===== src/logic/swp_monitor_pkg.sv =====
// Constants, types and state layout for the switching period window monitor.
package swp_monitor_pkg;
    // System clock period in picoseconds (40 MHz).
    localparam int unsigned CLK_PERIOD_PS = 25000;
    // Blanking window lengths at the slowest and fastest settings, in nanoseconds.
    localparam int unsigned BLANK_SLOW_NS = 450;
    localparam int unsigned BLANK_FAST_NS = 100;
    // Minimum low time of a gate, in nanoseconds, slowest and fastest setting.
    localparam int unsigned MINOFF_SLOW_NS = 300;
    localparam int unsigned MINOFF_FAST_NS = 75;
    // Least times round up to whole cycles.
    localparam int unsigned BLANK_SLOW_CYC  = (BLANK_SLOW_NS * 1000 + CLK_PERIOD_PS - 1) / CLK_PERIOD_PS;
    localparam int unsigned BLANK_FAST_CYC  = (BLANK_FAST_NS * 1000 + CLK_PERIOD_PS - 1) / CLK_PERIOD_PS;
    localparam int unsigned MINOFF_SLOW_CYC = (MINOFF_SLOW_NS * 1000 + CLK_PERIOD_PS - 1) / CLK_PERIOD_PS;
    localparam int unsigned MINOFF_FAST_CYC = (MINOFF_FAST_NS * 1000 + CLK_PERIOD_PS - 1) / CLK_PERIOD_PS;
    // Scaling divisors mapping nominal period (cycles) to window lengths.
    localparam int unsigned BLANK_DIV  = 22;
    localparam int unsigned MINOFF_DIV = 33;
    // Long and short period limits as tenths of the nominal period.
    localparam int unsigned LONG_TENTHS  = 13;
    localparam int unsigned SHORT_TENTHS = 7;
    localparam int unsigned TENTHS       = 10;
    // Long-ramp cycles the dummy load stays on once the ramp is above 3 V and pulses stop.
    localparam int unsigned DL_HOLD_CYCLES = 128;
    // Widths.
    localparam int unsigned PSET_W = 16;
    localparam int unsigned CNT_W  = 18;
    localparam int unsigned WIN_W  = 5;
    localparam int unsigned DLC_W  = 8;

    typedef logic [PSET_W-1:0] pset_t;
    typedef logic [CNT_W-1:0]  cnt_t;
    typedef logic [WIN_W-1:0]  win_t;

    // Operating mode of the monitor.
    typedef enum logic [1:0] {
        MODE_LOCKOUT,
        MODE_RUN,
        MODE_FAULT
    } mode_e;

    // Analog status levels presented to the block.
    typedef struct packed {
        logic undervoltage_lockout;   // High while the supply is below lockout.
        logic softstart_above_onset;  // High while the ramp is above its onset level.
        logic softstart_above_3v;     // High while the ramp is above 3 V.
        logic shutdown_sense;         // High while primary shutdown is sensed.
    } analog_s;

    // Gate and housekeeping outputs.
    typedef struct packed {
        logic forward_gate;
        logic freewheel_gate;
        logic softstart_discharge;
        logic dummy_load_sink;
        logic freq_fault;
    } drive_s;

    // Complete state of the monitor.
    typedef struct packed {
        mode_e            mode;
        logic             pwm_prev;
        cnt_t             per_cnt;
        win_t             blank_cnt;
        win_t             low_fwd;
        win_t             low_fw;
        logic             pulse_seen;
        pset_t            tick_cnt;
        logic [DLC_W:0]   dl_cnt;
        drive_s           drv;
    } state_s;
endpackage


===== src/logic/switching_period_window_monitor.sv =====
// Switching period window monitor with gate drive gating and dummy load control.
`timescale 1ns/1ps

module switching_period_window_monitor (
    // Clock and reset.
    input  wire logic                   clk_i,
    input  wire logic                   rst_i,
    // Conditioned PWM and programmed nominal period in clock cycles.
    input  wire logic                   pwm_i,
    input  wire swp_monitor_pkg::pset_t period_set_value_i,
    // Analog status levels.
    input  wire swp_monitor_pkg::analog_s analog_i,
    // Gate drives and housekeeping outputs.
    output      swp_monitor_pkg::drive_s  drive_o
);
    import swp_monitor_pkg::*;

    state_s st_r;   // Registered state.
    state_s st_nxt; // Next state.
    cnt_t   long_lim;   // Long-period limit in cycles.
    cnt_t   short_lim;  // Short-period limit in cycles.
    win_t   blank_len;  // Blanking window length in cycles.
    win_t   minoff_win; // Minimum low time inside a window.
    win_t   minoff_len; // Minimum low time in force now.
    logic   rise;       // Rising edge of the conditioned PWM.
    logic   fall;       // Falling edge of the conditioned PWM.
    logic   blank_open; // A blanking window is open.
    logic   gate_en;    // Gates may switch.
    logic   long_hit;   // Long-period limit reached.
    logic   short_hit;  // Rising edge came too early.
    logic   ramp_tick;  // One long-ramp cycle elapsed.

    // Scales a nominal period into a clamped window length.
    function automatic win_t scale_win(input pset_t p, input int unsigned div,
                                       input int unsigned lo, input int unsigned hi);
        int unsigned q;
        q = int'(p) / div;
        if (q < lo) begin
            q = lo;
        end else if (q > hi) begin
            q = hi;
        end
        return win_t'(q);
    endfunction

    // Limits and windows all derive from the single programming value.
    always_comb begin
        long_lim   = cnt_t'((int'(period_set_value_i) * LONG_TENTHS) / TENTHS);
        short_lim  = cnt_t'((int'(period_set_value_i) * SHORT_TENTHS) / TENTHS);
        blank_len  = scale_win(period_set_value_i, BLANK_DIV, BLANK_FAST_CYC, BLANK_SLOW_CYC);
        minoff_win = scale_win(period_set_value_i, MINOFF_DIV, MINOFF_FAST_CYC, MINOFF_SLOW_CYC);
    end

    // Edge detection, window status and fault causes.
    always_comb begin
        rise       = pwm_i & ~st_r.pwm_prev;
        fall       = ~pwm_i & st_r.pwm_prev;
        blank_open = (st_r.blank_cnt != '0);
        minoff_len = blank_open ? minoff_win : win_t'(MINOFF_FAST_CYC);
        long_hit   = (st_r.per_cnt >= long_lim);
        short_hit  = rise & st_r.pulse_seen & ~blank_open & (st_r.per_cnt < short_lim);
        ramp_tick  = (st_r.tick_cnt >= pset_t'(period_set_value_i - 16'h0001));
    end

    // Next-state logic for mode, counters and outputs.
    always_comb begin
        st_nxt          = st_r;
        st_nxt.pwm_prev = pwm_i;
        // Period counter restarts on each rising edge and saturates.
        if (rise) begin
            st_nxt.per_cnt = cnt_t'(1);
        end else if (st_r.per_cnt != '1) begin
            st_nxt.per_cnt = st_r.per_cnt + cnt_t'(1);
        end
        // Blanking window opens on either edge.
        if (rise | fall) begin
            st_nxt.blank_cnt = blank_len;
        end else if (blank_open) begin
            st_nxt.blank_cnt = st_r.blank_cnt - win_t'(1);
        end
        // Mode sequencing.
        case (st_r.mode)
            MODE_LOCKOUT: begin
                // Leave lockout once the supply is good.
                if (!analog_i.undervoltage_lockout) begin
                    st_nxt.mode = MODE_RUN;
                end
            end
            MODE_RUN: begin
                // After a seen pulse, a long period or an early edge outside blanking trips the fault, as does sensed shutdown.
                if (analog_i.undervoltage_lockout) begin
                    st_nxt.mode = MODE_LOCKOUT;
                end else if ((long_hit & st_r.pulse_seen) | short_hit | analog_i.shutdown_sense) begin
                    st_nxt.mode = MODE_FAULT;
                end
            end
            MODE_FAULT: begin
                // A fresh pulse with good supply begins the restart.
                if (analog_i.undervoltage_lockout) begin
                    st_nxt.mode = MODE_LOCKOUT;
                end else if (rise & ~analog_i.shutdown_sense) begin
                    st_nxt.mode = MODE_RUN;
                end
            end
            default: begin
                st_nxt.mode = MODE_LOCKOUT;
            end
        endcase
        // A valid pulse is any rising edge seen with good supply, in any mode, fault included.
        if (analog_i.undervoltage_lockout) begin
            st_nxt.pulse_seen = 1'b0;
        end else if (rise) begin
            st_nxt.pulse_seen = 1'b1;
        end
        // Long-ramp cycle ticks, restarted by each rising edge.
        if (rise | ramp_tick) begin
            st_nxt.tick_cnt = '0;
        end else begin
            st_nxt.tick_cnt = st_r.tick_cnt + pset_t'(1);
        end
        // Ramp cycles since last valid pulse, counted only above 3 V.
        if (rise | ~analog_i.softstart_above_3v) begin
            st_nxt.dl_cnt = '0;
        end else if (ramp_tick && st_r.dl_cnt < (DLC_W+1)'(DL_HOLD_CYCLES)) begin
            st_nxt.dl_cnt = st_r.dl_cnt + (DLC_W+1)'(1);
        end
        // Gate enable uses the next mode so fault and low gates coincide.
        gate_en = (st_nxt.mode == MODE_RUN) & analog_i.softstart_above_onset;
        // Minimum low time counters per gate.
        st_nxt.low_fwd = st_r.drv.forward_gate ? '0 :
                         (st_r.low_fwd == '1 ? st_r.low_fwd : st_r.low_fwd + win_t'(1));
        st_nxt.low_fw  = st_r.drv.freewheel_gate ? '0 :
                         (st_r.low_fw == '1 ? st_r.low_fw : st_r.low_fw + win_t'(1));
        // Forward in phase, freewheel in antiphase, each after its low time.
        st_nxt.drv.forward_gate   = gate_en & pwm_i &
                                    (st_r.drv.forward_gate | (st_r.low_fwd >= minoff_len));
        st_nxt.drv.freewheel_gate = gate_en & ~pwm_i &
                                    (st_r.drv.freewheel_gate | (st_r.low_fw >= minoff_len));
        st_nxt.drv.freq_fault          = (st_nxt.mode == MODE_FAULT);
        st_nxt.drv.softstart_discharge = (st_nxt.mode != MODE_RUN);
        // Dummy load sink after lockout, gated by ramp level and pulse history.
        st_nxt.drv.dummy_load_sink = ~analog_i.undervoltage_lockout & st_nxt.pulse_seen &
                                     (~analog_i.softstart_above_3v |
                                      (st_nxt.dl_cnt < (DLC_W+1)'(DL_HOLD_CYCLES)));
    end

    // State register with asynchronous reset.
    always_ff @(posedge clk_i or posedge rst_i) begin
        if (rst_i) begin
            st_r      <= '0;
            st_r.mode <= MODE_LOCKOUT;
        end else begin
            st_r <= st_nxt;
        end
    end

    // Outputs come straight from the state register.
    assign drive_o = st_r.drv;
endmodule


===== config.mk =====
export PLATFORM = sky130hd
export DESIGN_NAME = switching_period_window_monitor
export DESIGN_NICKNAME = d
export VERILOG_FILES = /design/src/logic/swp_monitor_pkg.sv /design/src/logic/switching_period_window_monitor.sv
export SDC_FILE = /design/constraint.sdc
export NUM_CORES = 1
export LEC_CHECK = 0
export BUFFER_PORTS_ARGS = -buffer_cell sky130_fd_sc_hd__buf_2
export CAP_MARGIN = 30
export CORE_UTILIZATION = 61
export CTS_BUF_LIST = sky130_fd_sc_hd__clkbuf_2 sky130_fd_sc_hd__clkbuf_4 sky130_fd_sc_hd__clkbuf_8
export CTS_CLUSTER_SIZE = 10
export DETAILED_ROUTE_END_ITERATION = 12
export PLACE_DENSITY = 0.8
export SYNTH_ARGS = -nofsm -noshare
export SYNTH_HDL_FRONTEND = slang
export SYNTH_SLANG_ARGS = --single-unit

===== constraint.sdc =====
create_clock -name clk_i -period 3.5 [get_ports clk_i]
set_input_delay 0 -clock clk_i [delete_from_list [all_inputs] [get_ports clk_i]]
set_output_delay 0 -clock clk_i [all_outputs]
set_load 0.01 [all_outputs]

==> flow_metrics.tcl, run 1 <==
set metrics [dict create \
    rows 67 \
    track_usage 1.001 \
    gr-total-overflow 2362 \
    die_y_um 186.1 \
    synth_async_sr_flop_share 1.000 \
    synth_ff_type "dfrtp_1" \
    die_w_um 186.1 \
    status "stopped before the end" \
    synthTopCellsByArea "ha_1 (8.8%), dfrtp_1 (8.1%), xnor2_1 (5.4%), nor2_1 (5.1%), nand2_1 (4.9%)" \
    synth_warnings 0 \
    synth_cells 2887 \
    cts_htree_levels 3 \
    grt_max_degree 41 \
    synth_top_area_cell "ha_1" \
    cts_buffers 9 \
    synth_seq_cells 67 \
    grt_pass1_vias 41840 \
    cts_max_path_buffers 2 \
    grt_first_pass_wirelength_mm 263.5 \
    clock-sinks 67 \
    yosysUniqueCellTypes 138 \
    post-synth-top-area-fraction 0.08836 \
    yosysSeqAreaShare 0.08110 \
    stop_stage "global routing (5_1_grt)" \
    start_util 0.6181 \
    place_ws_ns -10.56 \
    place.gp.congestion 1.103 \
    ios 28 \
    syn_area_per_cell_um2 7.161 \
    synth_area_mm2 0.02067 \
    place_hpwl_mm 76.79 \
    placed_cells 4306 \
    cts_root_buf "clkbuf_8" \
    stop_error "[ERROR GRT-0116] Global routing finished with congestion. Check the congestion regions in the DRC Viewer." \
    synth-edff-count 0 \
    port_buffers 27 \
]
-- logic make-up after synthesis --
logic type / share of synthesized area
xor+xnor: 0.07953
fa+ha+maj: 0.1218
compound gates: 0.3272
mux: 0.03655
simple gates: 0.3112
other cells: 0.0001814
buf+inv: 0.04249
flops: 0.08110
-- metrics by stage --
stage / hold slack [ns] / cell area, µm²
after floorplan: 0.03143 / 21270
after global placement: 0.1643 / 29340
after detailed placement: 0.1809 / 29340
after CTS: 0.1251 / 31150
-- timing repair --
item,in CTS
hold buffers,5
setup buffers,49
pin swaps,104
setup endpoints to repair,36
hold endpoints to repair,47
resized for setup,255
cloned,2
-- Yosys cell counts (all sizes together) (24+ instances only) --
| cell type | number |
|---|---|
| o31ai | 25 |
| clkbuf | 85 |
| a2111oi | 25 |
| dfrtp | 67 |
| and3 | 45 |
| nor4 | 57 |
| or3 | 27 |
| o22ai | 24 |
| a21oi | 175 |
| mux2i | 48 |
| xnor2 | 129 |
| nand3 | 124 |
| xor2 | 57 |
| nand4 | 46 |
| and2 | 39 |
| or2 | 35 |
| nand2 | 273 |
| nor2 | 284 |
| ha | 146 |
| nor3 | 119 |
| a21o | 48 |
| o21a | 24 |
| o211ai | 55 |
| a211oi | 53 |
| nand2b | 48 |
| o21ai | 197 |
| buf | 42 |
| nor2b | 32 |
| fa | 28 |
| inv | 74 |
| a31oi | 46 |
-- metal layers --
layer	GRT overflow	GRT usage
met1	116	0.9071
met2	1574	1.220
met3	98	0.8245
met4	556	1.131
met5	18	0.7230
==> run 2: changes to the inputs <==
--- a/config.mk
+++ b/config.mk
@@ -7,11 +7,9 @@
 export LEC_CHECK = 0
 export BUFFER_PORTS_ARGS = -buffer_cell sky130_fd_sc_hd__buf_2
 export CAP_MARGIN = 30
-export CORE_UTILIZATION = 61
-export CTS_BUF_LIST = sky130_fd_sc_hd__clkbuf_2 sky130_fd_sc_hd__clkbuf_4 sky130_fd_sc_hd__clkbuf_8
-export CTS_CLUSTER_SIZE = 10
+export CORE_UTILIZATION = 40
 export DETAILED_ROUTE_END_ITERATION = 12
-export PLACE_DENSITY = 0.8
+export PLACE_DENSITY_LB_ADDON = 0.15
 export SYNTH_ARGS = -nofsm -noshare
 export SYNTH_HDL_FRONTEND = slang
 export SYNTH_SLANG_ARGS = --single-unit
==> constraint.sdc (replaced) <==
create_clock -name clk_i -period 4.5 [get_ports clk_i]
set_input_delay 0 -clock clk_i [delete_from_list [all_inputs] [get_ports clk_i]]
set_output_delay 0 -clock clk_i [all_outputs]
set_load 0.01 [all_outputs]
==> run 2 against run 1 <==
The flow now finishes, with violations (negative setup slack). Synthesized area unchanged. Synthesized cell count did not move.
==> flow_metrics.tcl, run 2 <==
set metrics [dict create \
    track_usage 0.3063 \
    synth-edff-count 0 \
    hold_viol 0 \
    die_w_um 229.3 \
    synth_ff_type "dfrtp_1" \
    place.gp.congestion 0.9496 \
    synthTopCellsByArea "ha_1 (8.8%), dfrtp_1 (8.1%), xnor2_1 (5.4%), nor2_1 (5.1%), nand2_1 (4.9%)" \
    drv_cap 0 \
    synth_seq_cells 67 \
    layout-drive-gt1-share 0.4129 \
    drcViolationCount 0 \
    finish.utilization 0.6489 \
    arrival_ns 12.23 \
    fmaxAchievable_mhz 83.42 \
    layout_common_cells "buf_4 (1193), nor2_1 (269), nand2_1 (257), o21ai_0 (159), a21oi_1 (149)" \
    cts_max_path_buffers 2 \
    path_class "primary input to flop" \
    wire_per_inst_um 17.88 \
    antennaDiodeCount 0 \
    first_pass_iters 5 \
    vias 27540 \
    start_util 0.4087 \
    cts_htree_levels 3 \
    period_share 2.664 \
    die_y_um 229.3 \
    port_buffers 27 \
    layout.nets 4246 \
    synth_warnings 0 \
    r2r_start "st_r[46]" \
    status "complete, but fails checks" \
    drt_iter0_drc 1932 \
    slowest_stage "fa_1" \
    regToRegSetupSlack_ns 0.12 \
    cts_tree "built" \
    cp_max_fo 10 \
    grt_pass1_vias 26350 \
    gr-total-overflow 0 \
    synth_cells 2887 \
    worst_pin_slew_ns 0.6991 \
    synth_top_area_cell "ha_1" \
    holdPathStages 6 \
    vias_per_cell 5.826 \
    synth_area_mm2 0.02067 \
    rows 82 \
    place_hpwl_mm 68.32 \
    path_clk_slew_ns 0.06 \
    die_area_mm2 0.05260 \
    synth_most_common_cell "nor2_1" \
    synth_commonest_cells "nor2_1 (279), nand2_1 (271), o21ai_0 (182)" \
    r2r-end "drive_o[3]" \
    regMostFlops "st_r" \
    insertion_delay_ns 0.36 \
    layout_commonest_cell "buf_4" \
    cts_buffers 9 \
    synth_async_sr_flop_share 1.000 \
    path_delay_family "compound AO/OA/AOI/OAI gates" \
    grt_max_degree 42 \
    cpPeakStageDelay_ns 0.44 \
    setup_slack_ns -7.488 \
    largest_reg_flops 62 \
    fin_skew_ns 0.008462 \
    violations "negative setup slack" \
    hp-class "primary input to flop" \
    post-synth-top-area-fraction 0.08836 \
    fin_crit_ns 11.99 \
    holdCritStartpoint "analog_i[0]" \
    rr_worst_depth 28 \
    ios 28 \
    critPathRequiredTime_ns 4.74 \
    slew_headroom 0.5280 \
    cts_root_buf "clkbuf_16" \
    finalSetupViolations 11 \
    yosysUniqueCellTypes 138 \
    endpoint_kind "flop" \
    clock-sinks 67 \
    syn_area_per_cell_um2 7.161 \
    core_area_mm2 0.05058 \
    antenna_found_initial 0 \
    cp.buffers_inverters 14 \
    syn2layout_area_growth_pct 58.77 \
    antenna_left 0 \
    grt_first_pass_wirelength_mm 135.0 \
    hold_end "drive_o[0]" \
    wl_mm 84.51 \
    yosysSeqAreaShare 0.08110 \
    crit_top_cell "buf_4" \
    grt_setup_unrepaired "yes" \
    startpoint_type "primary input" \
    slew_violations 0 \
]
run 2: cell counts after synthesis:
No cell type changed its count.
run 2: worst max-delay path by stage:
stage,start,endpoint,slack (ns),depth (start not counted)
6_report,period_set_value_i[3],drive_o[3],-7.49,71
5_1_grt,period_set_value_i[2],drive_o[3],-8.19,73
4_1_cts,period_set_value_i[2],drive_o[3],-7.23,64
3_5_place_dp,period_set_value_i[2],drive_o[3],-8.53,64
3_3_place_gp,period_set_value_i[2],drive_o[3],-8.14,64
2_1_floorplan,period_set_value_i[2],drive_o[3],-7.14,66
run 2: final cells by class:
| class | count | area (µm²) |
|---|---|---|
| inverters | 81 | 334.1 |
| multi-input cells | 2613 | 19730 |
| clock inverters | 6 | 111.4 |
| well taps | 672 | 840.8 |
| clock buffers | 10 | 239.0 |
| fillers | 4428 | 17760 |
| flip-flops and latches | 67 | 1677 |
| repair buffers | 1277 | 9888 |
run 2: layer usage:
| layer | GRT usage | up-vias | routed length [µm] | part of all wire |
|---|---|---|---|---|
| met2 | 0.5175 | 807 | 40100 | 0.47 |
| met5 | 0 | - | 0 | 0 |
| met1 | 0.4163 | 13170 | 38160 | 0.45 |
| li1 | - | 13430 | - | - |
| met4 | 0.07792 | 0 | 1980 | 0.023 |
| met3 | 0.02702 | 133 | 4267 | 0.050 |
run 2: kinds of logic (layout without fill, tap and decap cells):
group	count (synthesis)	in the layout	share of synthesized area
other	1	2	0.0001814
xor gates and xnor gates	186	186	0.07953
and+or+nand+nor	1228	1228	0.3112
DFF	67	67	0.08110
AOI/OAI and AO/OA	941	941	0.3272
adders and majority gates	187	187	0.1218
muxes	69	69	0.03655
buffers and inverters	208	1374	0.04249
run 2: worst register-to-register path, delay by kind of cell, from the launching register on:
family,cells,cell delay (ns)
buffers and inverters,1,0.10
AO/OA/AOI/OAI,14,2.25
AND/OR/NAND/NOR,12,1.19
adder cells (fa/ha/maj),1,0.31
flip-flops,1,0.40
run 2: stage by stage:
stage / setup WS, ns / setup TNS, ns / std cells / instance area (µm²) / hold slack, ns
floorplan: -7.135 / -55.34 / 2888 / 21260 / 0.03143
global placement: -8.143 / -67.43 / 4584 / 30030 / 0.09429
detailed placement: -8.526 / -69.45 / 4584 / 30030 / 0.1094
CTS: -7.232 / -57.93 / 4663 / 31580 / 0.1935
global route: -8.189 / -66.03 / 4726 / 32820 / 0.2272
finish: -7.488 / -60.45 / 4726 / 32820 / 0.2020
run 2: timing repair:
item | in CTS | in global routing
setup endpoints to repair | 11 | 33
hold endpoints to repair | 34 | 0
hold buffers | 5 | 0
cloned | 1 | 0
pin swaps | 77 | 107
buffers inserted | 59 | 69
gates resized for setup | 146 | 164
Power of run 2 is not shown: default switching activity piles up to over one toggle a cycle in this logic, so the estimate is an artifact.
==> run 3: changes to the inputs <==
--- a/config.mk
+++ b/config.mk
@@ -9,7 +9,7 @@
 export CAP_MARGIN = 30
 export CORE_UTILIZATION = 40
 export DETAILED_ROUTE_END_ITERATION = 12
-export PLACE_DENSITY_LB_ADDON = 0.15
+export PLACE_DENSITY_LB_ADDON = 0.08
 export SYNTH_ARGS = -nofsm -noshare
 export SYNTH_HDL_FRONTEND = slang
 export SYNTH_SLANG_ARGS = --single-unit
==> run 3 against run 2 <==
The flow still finishes with violations (negative setup slack). Critical path type unchanged. Highest routed layer unchanged. Worst hold slack improved by 0.011 ns. Routed wire length increased by 0.27%. Sequential share of layout area increased by 0.11 points. Cell count decreased by 1.1%. Count of clock-buffer cells in the layout unchanged. Global-route usage increased by 0.58 points. Cell area decreased by 2.1%. Critical path depth decreased by 3. Worst setup slack improved by 0.11 ns. Flip-flop and latch count unchanged. First-iteration DRC count decreased by 6.2%. Via count decreased by 1.6%.
==> flow_metrics.tcl, run 3 (synthesized netlist as in run 2, its figures left out) <==
set metrics [dict create \
    first_pass_iters 6 \
    grt_setup_unrepaired "yes" \
    cp.buffers_inverters 9 \
    cts_tree "built" \
    layout_common_cells "buf_4 (1156), nor2_1 (270), nand2_1 (260), o21ai_0 (162), a21oi_1 (151)" \
    largest_reg_flops 62 \
    drt_iter0_drc 1812 \
    clock-sinks 67 \
    fin_skew_ns 0.009663 \
    vias 27090 \
    antenna_found_initial 1 \
    violations "negative setup slack" \
    layout.nets 4193 \
    slew_violations 0 \
    fin_crit_ns 11.88 \
    syn2layout_area_growth_pct 55.37 \
    multi_input_area_mm2 0.01958 \
    grt_first_pass_wirelength_mm 136.8 \
    rows 82 \
    startpoint_type "primary input" \
    ff_latch_area_mm2 0.001677 \
    gr-total-overflow 0 \
    period_share 2.639 \
    grt_pass1_vias 26710 \
    path_delay_family "compound AO/OA/AOI/OAI gates" \
    nFillCells 4609 \
    hold_viol 0 \
    cts_max_path_buffers 2 \
    core_area_mm2 0.05058 \
    place_ws_ns -8.421 \
    track_usage 0.3121 \
    port_buffers 27 \
    layout-drive-gt1-share 0.4014 \
    finalSetupViolations 11 \
    regMostFlops "st_r" \
    die_y_um 229.3 \
    cpPeakStageDelay_ns 0.54 \
    crit_top_cell "a21oi_2" \
    worst_pin_slew_ns 0.8534 \
    slowest_stage "fa_1" \
    antenna_left 0 \
    ios 28 \
    status "complete, but fails checks" \
    start_util 0.4087 \
    fmaxAchievable_mhz 84.20 \
    insertion_delay_ns 0.35 \
    cp_max_fo 7 \
    layout_commonest_cell "buf_4" \
    die_w_um 229.3 \
    path_class "primary input to flop" \
    cts_htree_levels 3 \
    wire_per_inst_um 18.13 \
    drcViolationCount 0 \
    whs_ns 0.2135 \
    place.gp.congestion 0.9380 \
    hp-class "primary input to flop" \
    arrival_ns 12.13 \
    wl_mm 84.75 \
    endpoint_kind "flop" \
    place_hpwl_mm 69.52 \
    drv_cap 0 \
    die_area_mm2 0.05260 \
    slew_headroom 0.4250 \
    grt_max_degree 37 \
    cts_root_buf "clkbuf_16" \
    critPathRequiredTime_ns 4.75 \
    setup_slack_ns -7.377 \
    path_clk_slew_ns 0.06 \
    cts_buffers 9 \
    vias_per_cell 5.795 \
]
## run 3: per-layer routing
| metal | global-route usage | share of wire |
|---|---|---|
| met4 | 0.07708 | 0.022 |
| met1 | 0.4161 | 0.46 |
| met2 | 0.5382 | 0.48 |
| met5 | 0 | 0 |
| met3 | 0.02789 | 0.043 |
## run 3: worst paths after layout
kind	from	endpoint	slack [ns]	depth (start not counted)
setup / recovery	period_set_value_i[2]	drive_o[3]	-7.38	68
hold / removal	analog_i[0]	drive_o[0]	0.21	6
setup reg to reg	st_r[46]	drive_o[3]	0.25	28
hold reg to reg	st_r[11]	st_r[11]	0.55	2
max in group asynchronous	rst_i	st_r[20]	3.20	4
min in group asynchronous	rst_i	st_r[9]	0.31	3
## run 3: layout make-up
type / instances / share of cell area
multi-input combinational: 2613 / 0.6095
sequential: 67 / 0.05220
tap: 672 / 0.02618
inverter: 81 / 0.01040
clock buffer: 10 / 0.007440
timing repair buffer: 1224 / 0.2920
clock inverter: 6 / 0.002220
antenna: 1 / 0.00007791
## run 3: worst reg2reg max path: cells and delay by family (launching register included)
kind	cells	cell delay [ns]
AOI/OAI and AO/OA	14	2.17
DFF	1	0.41
adders and majority gates	1	0.30
buffers and inverters	1	0.11
and+or+nand+nor	12	1.14
## run 3: stage by stage
| stage | setup TNS, ns | area, µm² | utilization | std cells |
|---|---|---|---|---|
| 2_1_floorplan | -55.34 | 21260 | - | 2888 |
| 3_3_place_gp | -66.86 | 29980 | 0.5927 | 4579 |
| 3_5_place_dp | -69.13 | 29980 | 0.5927 | 4579 |
| 4_1_cts | -57.36 | 31370 | 0.6201 | 4644 |
| 5_1_grt | -64.07 | 32120 | 0.6350 | 4674 |
| 6_report | -58.18 | 32120 | 0.6350 | 4674 |
## run 3: what timing repair did
action,in CTS,in global routing
hold buffers,5,0
setup buffers,44,28
pin swaps,61,57
endpoints found under the hold margin,39,0
gates resized for setup,147,109
gates cloned,0,1
setup endpoints to repair,11,30
Power of run 3 is left out for the same reason.
